==> config.mk <==
export PLATFORM = sky130hd
export DESIGN_NAME = artc_top
export DESIGN_NICKNAME = d
export VERILOG_FILES = /design/src/logic/artc_pkg.sv /design/src/logic/artc_top.sv /design/src/logic/artc_core.sv
export SDC_FILE = /design/constraint.sdc
export NUM_CORES = 1
export LEC_CHECK = 0
export ABC_AREA = 1
export BUFFER_PORTS_ARGS = -buffer_cell sky130_fd_sc_hd__buf_2
export CORE_ASPECT_RATIO = 0.7
export CORE_MARGIN = 4
export CORE_UTILIZATION = 47
export DETAILED_ROUTE_END_ITERATION = 8
export GPL_TIMING_DRIVEN = 0
export PLACE_DENSITY = 0.68
export SETUP_SLACK_MARGIN = 0.3
export SYNTH_ARGS = -nofsm -noshare
export SYNTH_HDL_FRONTEND = slang
export SYNTH_SLANG_ARGS = --single-unit
==> constraint.sdc <==
create_clock -name clk_i -period 5.12 [get_ports clk_i]
set_input_delay 0.256 -clock clk_i [delete_from_list [all_inputs] [get_ports clk_i]]
set_output_delay 0.256 -clock clk_i [all_outputs]
set_load 0.005 [all_outputs]
==> src/logic/artc_pkg.sv <==
// constants, field layouts and carrier types of the two-instance reload/capture timer
// assumes one 10 MHz system clock and an AXI4-Lite master with 32-bit data
`default_nettype none

package artc_pkg;

	localparam int unsigned ARTC_NUM_TIMERS = 2;
	localparam int unsigned ARTC_CNT_W      = 16;
	localparam int unsigned ARTC_TICK_DIV   = 12;
	localparam int unsigned ARTC_DIV_W      = 4;
	localparam int unsigned ARTC_ADDR_W     = 8;
	localparam int unsigned ARTC_CTRL_W     = 6;
	localparam int unsigned ARTC_IRQ_W      = 2 * ARTC_NUM_TIMERS;
	localparam int unsigned ARTC_TMR_BIT    = 4;

	localparam logic [15:0] ARTC_CNT_MAX   = 16'hffff;
	localparam logic [15:0] ARTC_CNT_ZERO  = 16'h0000;
	localparam logic [15:0] ARTC_RCV_RST   = 16'h0000;
	localparam logic [15:0] ARTC_COUNT_RST = 16'h0000;

	// per-timer offsets relative to the timer's window, then the stride and the absolute addresses of the shared interrupt registers
	localparam logic [7:0] ARTC_OFF_CTRL       = 8'h00;
	localparam logic [7:0] ARTC_OFF_RCV        = 8'h04;
	localparam logic [7:0] ARTC_OFF_COUNT      = 8'h08;
	localparam logic [7:0] ARTC_TIMER_STRIDE   = 8'h10;
	localparam logic [7:0] ARTC_OFF_IRQ_STATUS = 8'h20;
	localparam logic [7:0] ARTC_OFF_IRQ_MASK   = 8'h24;

	// bit 0 run, 1 counter mode, 2 capture mode, 3 up/down, 4 trigger enable, 5 rising edge
	typedef struct packed {
		logic trig_rise;
		logic trig_en;
		logic updown;
		logic capture_mode;
		logic counter_mode;
		logic run;
	} artc_ctrl_type;

	localparam artc_ctrl_type ARTC_CTRL_RST = '0;
	localparam logic [ARTC_IRQ_W-1:0] ARTC_IRQ_RST = '0;

	typedef enum logic [2:0] {
		ARTC_REG_CTRL       = 3'b000,
		ARTC_REG_RCV        = 3'b001,
		ARTC_REG_COUNT      = 3'b010,
		ARTC_REG_IRQ_STATUS = 3'b011,
		ARTC_REG_IRQ_MASK   = 3'b100,
		ARTC_REG_NONE       = 3'b111
	} artc_reg_type;

	typedef struct packed {
		artc_reg_type sel;
		logic         tmr;
	} artc_dec_type;

	typedef enum logic [1:0] {
		ARTC_RESP_OKAY   = 2'b00,
		ARTC_RESP_SLVERR = 2'b10
	} artc_resp_type;

	typedef struct packed {
		logic        rcv_wr;
		logic        count_wr;
		logic [15:0] wdata;
	} artc_swr_type;

endpackage : artc_pkg

`default_nettype wire

==> src/logic/artc_top.sv <==
// two reload/capture timers behind an AXI4-Lite slave with a shared interrupt
// assumes a single-clock system; count and trigger pins are asynchronous to clk_i
`timescale 1ns/1ps
`default_nettype none

module artc_top
	import artc_pkg::*;
#(
	parameter int unsigned TICK_DIV = ARTC_TICK_DIV
) (
	input  wire logic                       clk_i,
	input  wire logic                       rst_i,
	input  wire logic [ARTC_NUM_TIMERS-1:0] count_pin_i,
	input  wire logic [ARTC_NUM_TIMERS-1:0] trigger_pin_i,
	input  wire logic [ARTC_ADDR_W-1:0]     s_axi_awaddr_i,
	input  wire logic                       s_axi_awvalid_i,
	output logic                            s_axi_awready_o,
	input  wire logic [31:0]                s_axi_wdata_i,
	input  wire logic [3:0]                 s_axi_wstrb_i,
	input  wire logic                       s_axi_wvalid_i,
	output logic                            s_axi_wready_o,
	output logic [1:0]                      s_axi_bresp_o,
	output logic                            s_axi_bvalid_o,
	input  wire logic                       s_axi_bready_i,
	input  wire logic [ARTC_ADDR_W-1:0]     s_axi_araddr_i,
	input  wire logic                       s_axi_arvalid_i,
	output logic                            s_axi_arready_o,
	output logic [31:0]                     s_axi_rdata_o,
	output logic [1:0]                      s_axi_rresp_o,
	output logic                            s_axi_rvalid_o,
	input  wire logic                       s_axi_rready_i,
	output logic                            irq_o
);

	function automatic artc_dec_type artc_decode(input logic [ARTC_ADDR_W-1:0] addr);
		artc_dec_type             d;
		logic [ARTC_ADDR_W-1:0]   off;
		d.sel = ARTC_REG_NONE;
		d.tmr = addr[ARTC_TMR_BIT];
		off   = addr & (ARTC_TIMER_STRIDE - 8'h01);
		if (addr[1:0] != 2'b00) begin
			d.sel = ARTC_REG_NONE;
		end else if (addr == ARTC_OFF_IRQ_STATUS) begin
			d.sel = ARTC_REG_IRQ_STATUS;
		end else if (addr == ARTC_OFF_IRQ_MASK) begin
			d.sel = ARTC_REG_IRQ_MASK;
		end else if (addr < ARTC_OFF_IRQ_STATUS) begin
			if (off == ARTC_OFF_CTRL) begin
				d.sel = ARTC_REG_CTRL;
			end else if (off == ARTC_OFF_RCV) begin
				d.sel = ARTC_REG_RCV;
			end else if (off == ARTC_OFF_COUNT) begin
				d.sel = ARTC_REG_COUNT;
			end
		end
		return d;
	endfunction : artc_decode

	function automatic logic [31:0] artc_merge(input logic [31:0] old_v,
	                                           input logic [31:0] new_v,
	                                           input logic [3:0]  strb);
		logic [31:0] r;
		r = old_v;
		for (int b = 0; b < 4; b++) begin
			if (strb[b]) begin
				r[b*8 +: 8] = new_v[b*8 +: 8];
			end
		end
		return r;
	endfunction : artc_merge

	artc_ctrl_type          ctrl_q [ARTC_NUM_TIMERS];
	artc_swr_type           swr    [ARTC_NUM_TIMERS];
	logic [15:0]            count_w [ARTC_NUM_TIMERS];
	logic [15:0]            rcv_w   [ARTC_NUM_TIMERS];
	logic [ARTC_NUM_TIMERS-1:0] reload_evt;
	logic [ARTC_NUM_TIMERS-1:0] capture_evt;

	logic [ARTC_IRQ_W-1:0]  irq_status_q;
	logic [ARTC_IRQ_W-1:0]  irq_status_d;
	logic [ARTC_IRQ_W-1:0]  irq_mask_q;
	logic [ARTC_IRQ_W-1:0]  irq_set;
	logic [ARTC_IRQ_W-1:0]  irq_clr;

	logic                   aw_got_q;
	logic                   w_got_q;
	logic [ARTC_ADDR_W-1:0] awaddr_q;
	logic [31:0]            wdata_q;
	logic [3:0]             wstrb_q;
	logic                   do_write;
	artc_dec_type           wdec;
	artc_dec_type           rdec;
	logic [31:0]            rd_value;
	logic [31:0]            wr_ctrl_v;
	logic [31:0]            wr_half_v;
	logic [31:0]            wr_irq_v;

	// write channel: address and data are taken in either order, one write at a time
	always_ff @(posedge clk_i or posedge rst_i) begin
		if (rst_i) begin
			s_axi_awready_o <= 1'b0;
			aw_got_q        <= 1'b0;
			awaddr_q        <= '0;
		end else begin
			if (s_axi_awvalid_i && s_axi_awready_o) begin
				s_axi_awready_o <= 1'b0;
				aw_got_q        <= 1'b1;
				awaddr_q        <= s_axi_awaddr_i;
			end else if (do_write) begin
				aw_got_q <= 1'b0;
			end else if (!aw_got_q && !s_axi_bvalid_o) begin
				s_axi_awready_o <= 1'b1;
			end
		end
	end

	always_ff @(posedge clk_i or posedge rst_i) begin
		if (rst_i) begin
			s_axi_wready_o <= 1'b0;
			w_got_q        <= 1'b0;
			wdata_q        <= 32'h0000_0000;
			wstrb_q        <= 4'h0;
		end else begin
			if (s_axi_wvalid_i && s_axi_wready_o) begin
				s_axi_wready_o <= 1'b0;
				w_got_q        <= 1'b1;
				wdata_q        <= s_axi_wdata_i;
				wstrb_q        <= s_axi_wstrb_i;
			end else if (do_write) begin
				w_got_q <= 1'b0;
			end else if (!w_got_q && !s_axi_bvalid_o) begin
				s_axi_wready_o <= 1'b1;
			end
		end
	end

	assign do_write = aw_got_q & w_got_q & ~s_axi_bvalid_o;
	assign wdec     = artc_decode(awaddr_q);

	always_ff @(posedge clk_i or posedge rst_i) begin
		if (rst_i) begin
			s_axi_bvalid_o <= 1'b0;
			s_axi_bresp_o  <= ARTC_RESP_OKAY;
		end else if (do_write) begin
			s_axi_bvalid_o <= 1'b1;
			s_axi_bresp_o  <= (wdec.sel == ARTC_REG_NONE) ? ARTC_RESP_SLVERR : ARTC_RESP_OKAY;
		end else if (s_axi_bready_i) begin
			s_axi_bvalid_o <= 1'b0;
		end
	end

	// read channel: data registered on the edge that takes the address
	assign rdec = artc_decode(s_axi_araddr_i);

	always_comb begin
		rd_value = 32'h0000_0000;
		unique case (rdec.sel)
			ARTC_REG_CTRL:       rd_value = {{(32-ARTC_CTRL_W){1'b0}}, ctrl_q[rdec.tmr]};
			ARTC_REG_RCV:        rd_value = {16'h0000, rcv_w[rdec.tmr]};
			ARTC_REG_COUNT:      rd_value = {16'h0000, count_w[rdec.tmr]};
			ARTC_REG_IRQ_STATUS: rd_value = {{(32-ARTC_IRQ_W){1'b0}}, irq_status_q};
			ARTC_REG_IRQ_MASK:   rd_value = {{(32-ARTC_IRQ_W){1'b0}}, irq_mask_q};
			default:             rd_value = 32'h0000_0000;
		endcase
	end

	always_ff @(posedge clk_i or posedge rst_i) begin
		if (rst_i) begin
			s_axi_arready_o <= 1'b0;
			s_axi_rvalid_o  <= 1'b0;
			s_axi_rdata_o   <= 32'h0000_0000;
			s_axi_rresp_o   <= ARTC_RESP_OKAY;
		end else begin
			if (s_axi_arvalid_i && s_axi_arready_o) begin
				s_axi_arready_o <= 1'b0;
				s_axi_rvalid_o  <= 1'b1;
				s_axi_rdata_o   <= rd_value;
				s_axi_rresp_o   <= (rdec.sel == ARTC_REG_NONE) ? ARTC_RESP_SLVERR
				                                               : ARTC_RESP_OKAY;
			end else if (s_axi_rvalid_o) begin
				if (s_axi_rready_i) begin
					s_axi_rvalid_o <= 1'b0;
				end
			end else begin
				s_axi_arready_o <= 1'b1;
			end
		end
	end

	// write data merged under the byte strobes into the current value of ctrl, rcv, count and mask; the status clear uses no strobes
	assign wr_ctrl_v = artc_merge({{(32-ARTC_CTRL_W){1'b0}}, ctrl_q[wdec.tmr]}, wdata_q, wstrb_q);
	assign wr_half_v = artc_merge({16'h0000, (wdec.sel == ARTC_REG_RCV) ? rcv_w[wdec.tmr]
	                                                                    : count_w[wdec.tmr]},
	                              wdata_q, wstrb_q);
	assign wr_irq_v  = artc_merge({{(32-ARTC_IRQ_W){1'b0}}, irq_mask_q}, wdata_q, wstrb_q);

	always_ff @(posedge clk_i or posedge rst_i) begin
		if (rst_i) begin
			for (int t = 0; t < ARTC_NUM_TIMERS; t++) begin
				ctrl_q[t] <= ARTC_CTRL_RST;
			end
			irq_mask_q <= ARTC_IRQ_RST;
		end else if (do_write) begin
			if (wdec.sel == ARTC_REG_CTRL) begin
				ctrl_q[wdec.tmr] <= artc_ctrl_type'(wr_ctrl_v[ARTC_CTRL_W-1:0]);
			end
			if (wdec.sel == ARTC_REG_IRQ_MASK) begin
				irq_mask_q <= wr_irq_v[ARTC_IRQ_W-1:0];
			end
		end
	end

	// both instances are the same core, each with its own pins and registers
	for (genvar t = 0; t < ARTC_NUM_TIMERS; t++) begin : g_timer
		assign swr[t].rcv_wr   = do_write & (wdec.sel == ARTC_REG_RCV) & (wdec.tmr == t);
		assign swr[t].count_wr = do_write & (wdec.sel == ARTC_REG_COUNT) & (wdec.tmr == t);
		assign swr[t].wdata    = wr_half_v[15:0];

		artc_core #(
			.TICK_DIV (TICK_DIV)
		) u_core (
			.clk_i         (clk_i),
			.rst_i         (rst_i),
			.ctrl_i        (ctrl_q[t]),
			.swr_i         (swr[t]),
			.count_pin_i   (count_pin_i[t]),
			.trigger_pin_i (trigger_pin_i[t]),
			.count_o       (count_w[t]),
			.rcv_o         (rcv_w[t]),
			.reload_evt_o  (reload_evt[t]),
			.capture_evt_o (capture_evt[t])
		);

		assign irq_set[2*t]   = reload_evt[t];
		assign irq_set[2*t+1] = capture_evt[t];
	end

	// strobes are ignored in the clear so a one in any lane clears its bit
	assign irq_clr = (do_write && wdec.sel == ARTC_REG_IRQ_STATUS)
	                 ? wdata_q[ARTC_IRQ_W-1:0] : ARTC_IRQ_RST;

	// an event in the cycle of its clear keeps the bit set
	assign irq_status_d = (irq_status_q & ~irq_clr) | irq_set;

	always_ff @(posedge clk_i or posedge rst_i) begin
		if (rst_i) begin
			irq_status_q <= ARTC_IRQ_RST;
		end else begin
			irq_status_q <= irq_status_d;
		end
	end

	always_ff @(posedge clk_i or posedge rst_i) begin
		if (rst_i) begin
			irq_o <= 1'b0;
		end else begin
			irq_o <= |(irq_status_q & irq_mask_q);
		end
	end

endmodule : artc_top

`default_nettype wire

==> src/logic/artc_core.sv <==
// one 16-bit reload/capture timer: prescaler, pin synchronisers, count and value registers
// assumes pins are asynchronous; software writes arrive as one-cycle strobes on clk_i
`timescale 1ns/1ps
`default_nettype none

module artc_core
	import artc_pkg::*;
#(
	parameter int unsigned TICK_DIV = ARTC_TICK_DIV
) (
	input  wire logic          clk_i,
	input  wire logic          rst_i,
	input  wire artc_ctrl_type ctrl_i,
	input  wire artc_swr_type  swr_i,
	input  wire logic          count_pin_i,
	input  wire logic          trigger_pin_i,
	output logic [15:0]        count_o,
	output logic [15:0]        rcv_o,
	output logic               reload_evt_o,
	output logic               capture_evt_o
);

	localparam logic [ARTC_DIV_W-1:0] DIV_LAST = ARTC_DIV_W'(TICK_DIV - 1);

	logic [2:0]            cnt_sync_q;
	logic [2:0]            trg_sync_q;
	logic [ARTC_DIV_W-1:0] div_q;
	logic                  count_fall;
	logic                  trg_edge;
	logic                  trg_level;
	logic                  advance;
	logic                  trig_reload;
	logic                  capture;
	logic                  at_max;

	// stage 0 feeds only stage 1; edges are judged between stages 1 and 2
	always_ff @(posedge clk_i or posedge rst_i) begin
		if (rst_i) begin
			cnt_sync_q <= 3'h0;
			trg_sync_q <= 3'h0;
		end else begin
			cnt_sync_q <= {cnt_sync_q[1:0], count_pin_i};
			trg_sync_q <= {trg_sync_q[1:0], trigger_pin_i};
		end
	end

	assign count_fall = cnt_sync_q[2] & ~cnt_sync_q[1];
	assign trg_level  = trg_sync_q[1];
	assign trg_edge   = ctrl_i.trig_rise ? (trg_sync_q[1] & ~trg_sync_q[2])
	                                     : (trg_sync_q[2] & ~trg_sync_q[1]);

	always_ff @(posedge clk_i or posedge rst_i) begin
		if (rst_i) begin
			div_q <= '0;
		end else if (!ctrl_i.run || ctrl_i.counter_mode || div_q == DIV_LAST) begin
			div_q <= '0;
		end else begin
			div_q <= div_q + 1'b1;
		end
	end

	// pins may toggle faster than one per 24 clocks, but only that rate is promised
	assign advance = ctrl_i.run & (ctrl_i.counter_mode ? count_fall : (div_q == DIV_LAST));
	assign at_max  = (count_o == ARTC_CNT_MAX);
	assign trig_reload = ctrl_i.run & ~ctrl_i.capture_mode & ~ctrl_i.updown
	                     & ctrl_i.trig_en & trg_edge;
	assign capture = ctrl_i.run & ctrl_i.capture_mode & ctrl_i.trig_en & trg_edge;

	// a software write to the count wins over counting in the same cycle
	always_ff @(posedge clk_i or posedge rst_i) begin
		if (rst_i) begin
			count_o <= ARTC_COUNT_RST;
		end else if (swr_i.count_wr) begin
			count_o <= swr_i.wdata;
		end else if (ctrl_i.capture_mode) begin
			if (advance) begin
				count_o <= at_max ? ARTC_CNT_ZERO : count_o + 16'h0001;
			end
		end else if (trig_reload) begin
			count_o <= rcv_o;
		end else if (advance) begin
			if (ctrl_i.updown && !trg_level) begin
				count_o <= (count_o == rcv_o) ? ARTC_CNT_MAX : count_o - 16'h0001;
			end else begin
				count_o <= at_max ? rcv_o : count_o + 16'h0001;
			end
		end
	end

	// hardware capture wins over a software write in the same cycle
	always_ff @(posedge clk_i or posedge rst_i) begin
		if (rst_i) begin
			rcv_o <= ARTC_RCV_RST;
		end else if (capture) begin
			rcv_o <= count_o;
		end else if (swr_i.rcv_wr) begin
			rcv_o <= swr_i.wdata;
		end
	end

	always_ff @(posedge clk_i or posedge rst_i) begin
		if (rst_i) begin
			reload_evt_o  <= 1'b0;
			capture_evt_o <= 1'b0;
		end else begin
			// capture mode ignores the up/down bit, so its overflows must still interrupt
			reload_evt_o  <= ~swr_i.count_wr & ~(ctrl_i.updown & ~ctrl_i.capture_mode)
			                 & (trig_reload | (advance & at_max));
			capture_evt_o <= capture;
		end
	end

endmodule : artc_core

`default_nettype wire

==> key figures <==
Outcome
  – Status: finished, violations left
  – Failing checks: hold timing

Timing
  – Endpoints failing setup: 0
  – Final period util: 47.92%
  – RSZ-0062 raised after global routing: no
  – Worst slew pin tran: 0.7003 ns
  – Min cycle time layout: 2.453 ns
  – Worst hold slack: -0.002537 ns
  – Slew margin rel.: 53.14%
  – Final hold violations: 1
  – Slew Limit Fails: 0
  – Max Clock Freq: 0.4076 GHz
  – Skew final: 0.01654 ns
  – PnR worst setup slack: 2.667 ns

GRT
  – Largest net degree at the start of global routing: 96
  – Antenna violations before repair: 0
  – GRT overflow: 0
  – GRT Util Overall: 30.31%
  – Vias in the first global route: 11054
  – First-pass GRT wire length: 64890 µm

Layout
  – Final Cell Area: 13200 µm²
  – Final std cells w/o fill: 2218
  – Core Util, Final: 55.13%
  – P&R area growth vs syn: 14.00%
  – Diodes inserted: 0
  – Most frequent cells in the layout: 686 x nand2_1, 175 x inv_1, 160 x dfrtp_1
  – Nets: 1956
  – Commonest non-fill, non-tap cell in the layout: nand2_1
  – Fillers: 2437
  – Layout cells sized above 1: 12.21%

Floorplan
  – Num ports: 105
  – Die H: 139.3 µm
  – Die width: 195.6 µm
  – Num rows: 47
  – Initial Util: 48.36%
  – CORE AREA: 23930 µm²
  – Die area: 27240 µm²

Placement
  – Placed Cells: 2169
  – Post-detail-place hpwl: 32270 µm
  – Dpl ws: 2.758 ns
  – # port buffers: 67
  – GPL Wtd Cong: 0.9699
  – Placed inst area: 12410 µm²

Synth
  – Post-synth EDFFs: 0
  – Synth cell types: 52
  – Async set-or-reset flop fraction in the synthesized netlist: 100.0%
  – Main synth FF type: dfrtp_1
  – FF+latch count, synth: 160
  – Post-Synthesis Cells: 1766
  – Seq/Total Area, Yosys: 34.59%
  – Mapped cell area: 11570 µm²
  – Yosys warning count: 0
  – Avg Cell Area, Syn: 6.554 µm²

Clocking
  – Clock Latency Late Sink: 0.46 ns
  – CTS HTree Levels: 4
  – Clock root buffer: clkbuf_16
  – Clock slew at reported path FFs: 0.08 ns
  – Clock Sinks: 160
  – CTS tree: done
  – CTS Buf Count: 17
  – Buffers from clock root to sink, at most: 2
  – Post-CTS sizing: 0

Drt
  – Initial drt markers: 1213
  – DRC viols: 0
  – Detail Route Antenna Nets: 0
  – Via density: 5.429
  – Pre-Repair DR Iteration Count: 6
  – Final wirelength: 41460 µm
  – DR WL/cell: 18.69 µm
  – Vias: 12042

Power and ir drop
  – Pwr dens: 472.5 nW/µm²
  – Total Power: 6235 µW
  – Leakage: 0.006809 µW
  – Worst vdd ir: 310.7 µV

Flow run
  – Max-Cap Viols: 0

Setup path
  – Critical Path AT: 2.77 ns
  – Crit end category: flop
  – Crit path max fanout: 10
  – Type of origin of the critical path: flop
  – Critical path required time: 5.44 ns
  – Crit Path Class: reg -> reg

Hold path
  – Worst Hold Class: in -> reg
logic make-up after synthesis:
logic type	share of synthesized area [%]
AOI/OAI and AO/OA	12.70
xor gates and xnor gates	3.481
adders and majority gates	0.6486
buffers and inverters	11.97
DFF	34.59
other	0.03240
and+or+nand+nor	36.58
Yosys cell counts (3+ instances only):
| master | number | area (µm²) |
|---|---|---|
| nand2_1 | 686 | 2575 |
| inv_1 | 176 | 660.6 |
| dfrtp_1 | 160 | 4004 |
| o21ai_0 | 134 | 670.6 |
| nor2_1 | 124 | 465.5 |
| nand3_1 | 116 | 580.6 |
| xor2_1 | 42 | 367.9 |
| buf_4 | 34 | 255.2 |
| a21oi_1 | 29 | 145.1 |
| nand4_1 | 27 | 168.9 |
| buf_2 | 25 | 125.1 |
| clkbuf_1 | 25 | 93.84 |
| o21ai_1 | 20 | 100.1 |
| o221ai_1 | 20 | 175.2 |
| inv_2 | 14 | 52.55 |
| a21o_1 | 10 | 75.07 |
| o211ai_1 | 10 | 75.07 |
| o22ai_1 | 10 | 62.56 |
| nor3_1 | 9 | 45.04 |
| buf_6 | 8 | 90.09 |
| nand3_2 | 8 | 80.08 |
| nand2_2 | 7 | 43.79 |
| clkbuf_8 | 6 | 82.58 |
| ha_1 | 6 | 75.07 |
| nor2_2 | 6 | 37.54 |
| o21a_1 | 6 | 45.04 |
| nor2_4 | 5 | 56.30 |
| a21oi_2 | 4 | 35.03 |
| o21bai_1 | 4 | 30.03 |
| xnor2_1 | 4 | 35.03 |
| buf_1 | 3 | 11.26 |
worst max-delay path: stages, from the launching register on:
cell	delay, ns
dfrtp_1	0.55
ha_1	0.28
nand3_2	0.13
nor2_1	0.18
nand2_1	0.14
inv_2	0.12
nand3_2	0.17
nand2_2	0.28
nor2_1	0.07
a21oi_1	0.27
a21oi_1	0.12
registers in the layout (all words and copies together), names as in the netlist, 2 cells and up:
signal,cells
awaddr_q,8
ctrl_q,12
g_timer.u_core.capture_evt_o,2
g_timer.u_core.cnt_sync_q,6
g_timer.u_core.count_o,32
g_timer.u_core.div_q,8
g_timer.u_core.rcv_o,32
g_timer.u_core.reload_evt_o,2
g_timer.u_core.trg_sync_q,6
irq_mask_q,4
irq_status_q,4
s_axi_rdata_o,16
wdata_q,16
wstrb_q,2
final timing paths:
check,to,startpoint,cells past startpoint,slack (ns)
min in group asynchronous,g_timer[1].u_core.div_q[2],rst_i,3,0.38
worst max register to register,g_timer[1].u_core.count_o[14],g_timer[1].u_core.count_o[1],10,2.67
worst min register to register,g_timer[1].u_core.cnt_sync_q[1],g_timer[1].u_core.cnt_sync_q[0],0,0.35
worst max-delay path,g_timer[1].u_core.count_o[14],g_timer[1].u_core.count_o[1],10,2.67
max in group asynchronous,g_timer[0].u_core.count_o[7],rst_i,4,3.90
worst min-delay path,wdata_q[11],s_axi_wdata_i[11],3,-0.003
per-stage QoR:
stage / hold slack [ns] / TNS (ns)
after floorplan: 0.2874 / 0
after global placement: 0.3324 / -234.09
after detailed placement: 0.3362 / 0
after CTS: 0.0003427 / 0
after global routing: 0.01278 / 0
final: -0.002537 / 0
power by group:
| part | switching (µW) | internal (µW) | total, µW | leakage (µW) |
|---|---|---|---|---|
| Clock | 639 | 705 | 1340 | 0.000295 |
| Combinational | 2120 | 961 | 3080 | 0.00439 |
| Sequential | 272 | 1540 | 1810 | 0.00213 |
| Total | 3030 | 3210 | 6240 | 0.00681 |
area by class of cell:
class / count / area, µm² / share of cell area, %
sequential: 160 / 4004 / 30.34
tap: 318 / 397.9 / 3.015
inverter: 192 / 729.5 / 5.528
timing repair buffer: 85 / 533.0 / 4.039
clock inverter: 15 / 192.7 / 1.460
buffer: 102 / 663.1 / 5.026
clock buffer: 17 / 425.4 / 3.224
multi-input combinational: 1329 / 6250 / 47.36
what timing repair did:
action	in CTS	in global routing
endpoints found under the hold margin	81	0
hold buffers	17	0
setup buffers	0	0
layer usage:
| metal | routed length, µm | global-route usage, % |
|---|---|---|
| met5 | 0 | 0 |
| met4 | 662 | 6.831 |
| met3 | 4156 | 6.185 |
| met2 | 17070 | 43.01 |
| met1 | 19570 | 47.35 |
Power figures use the tool's default switching activity.
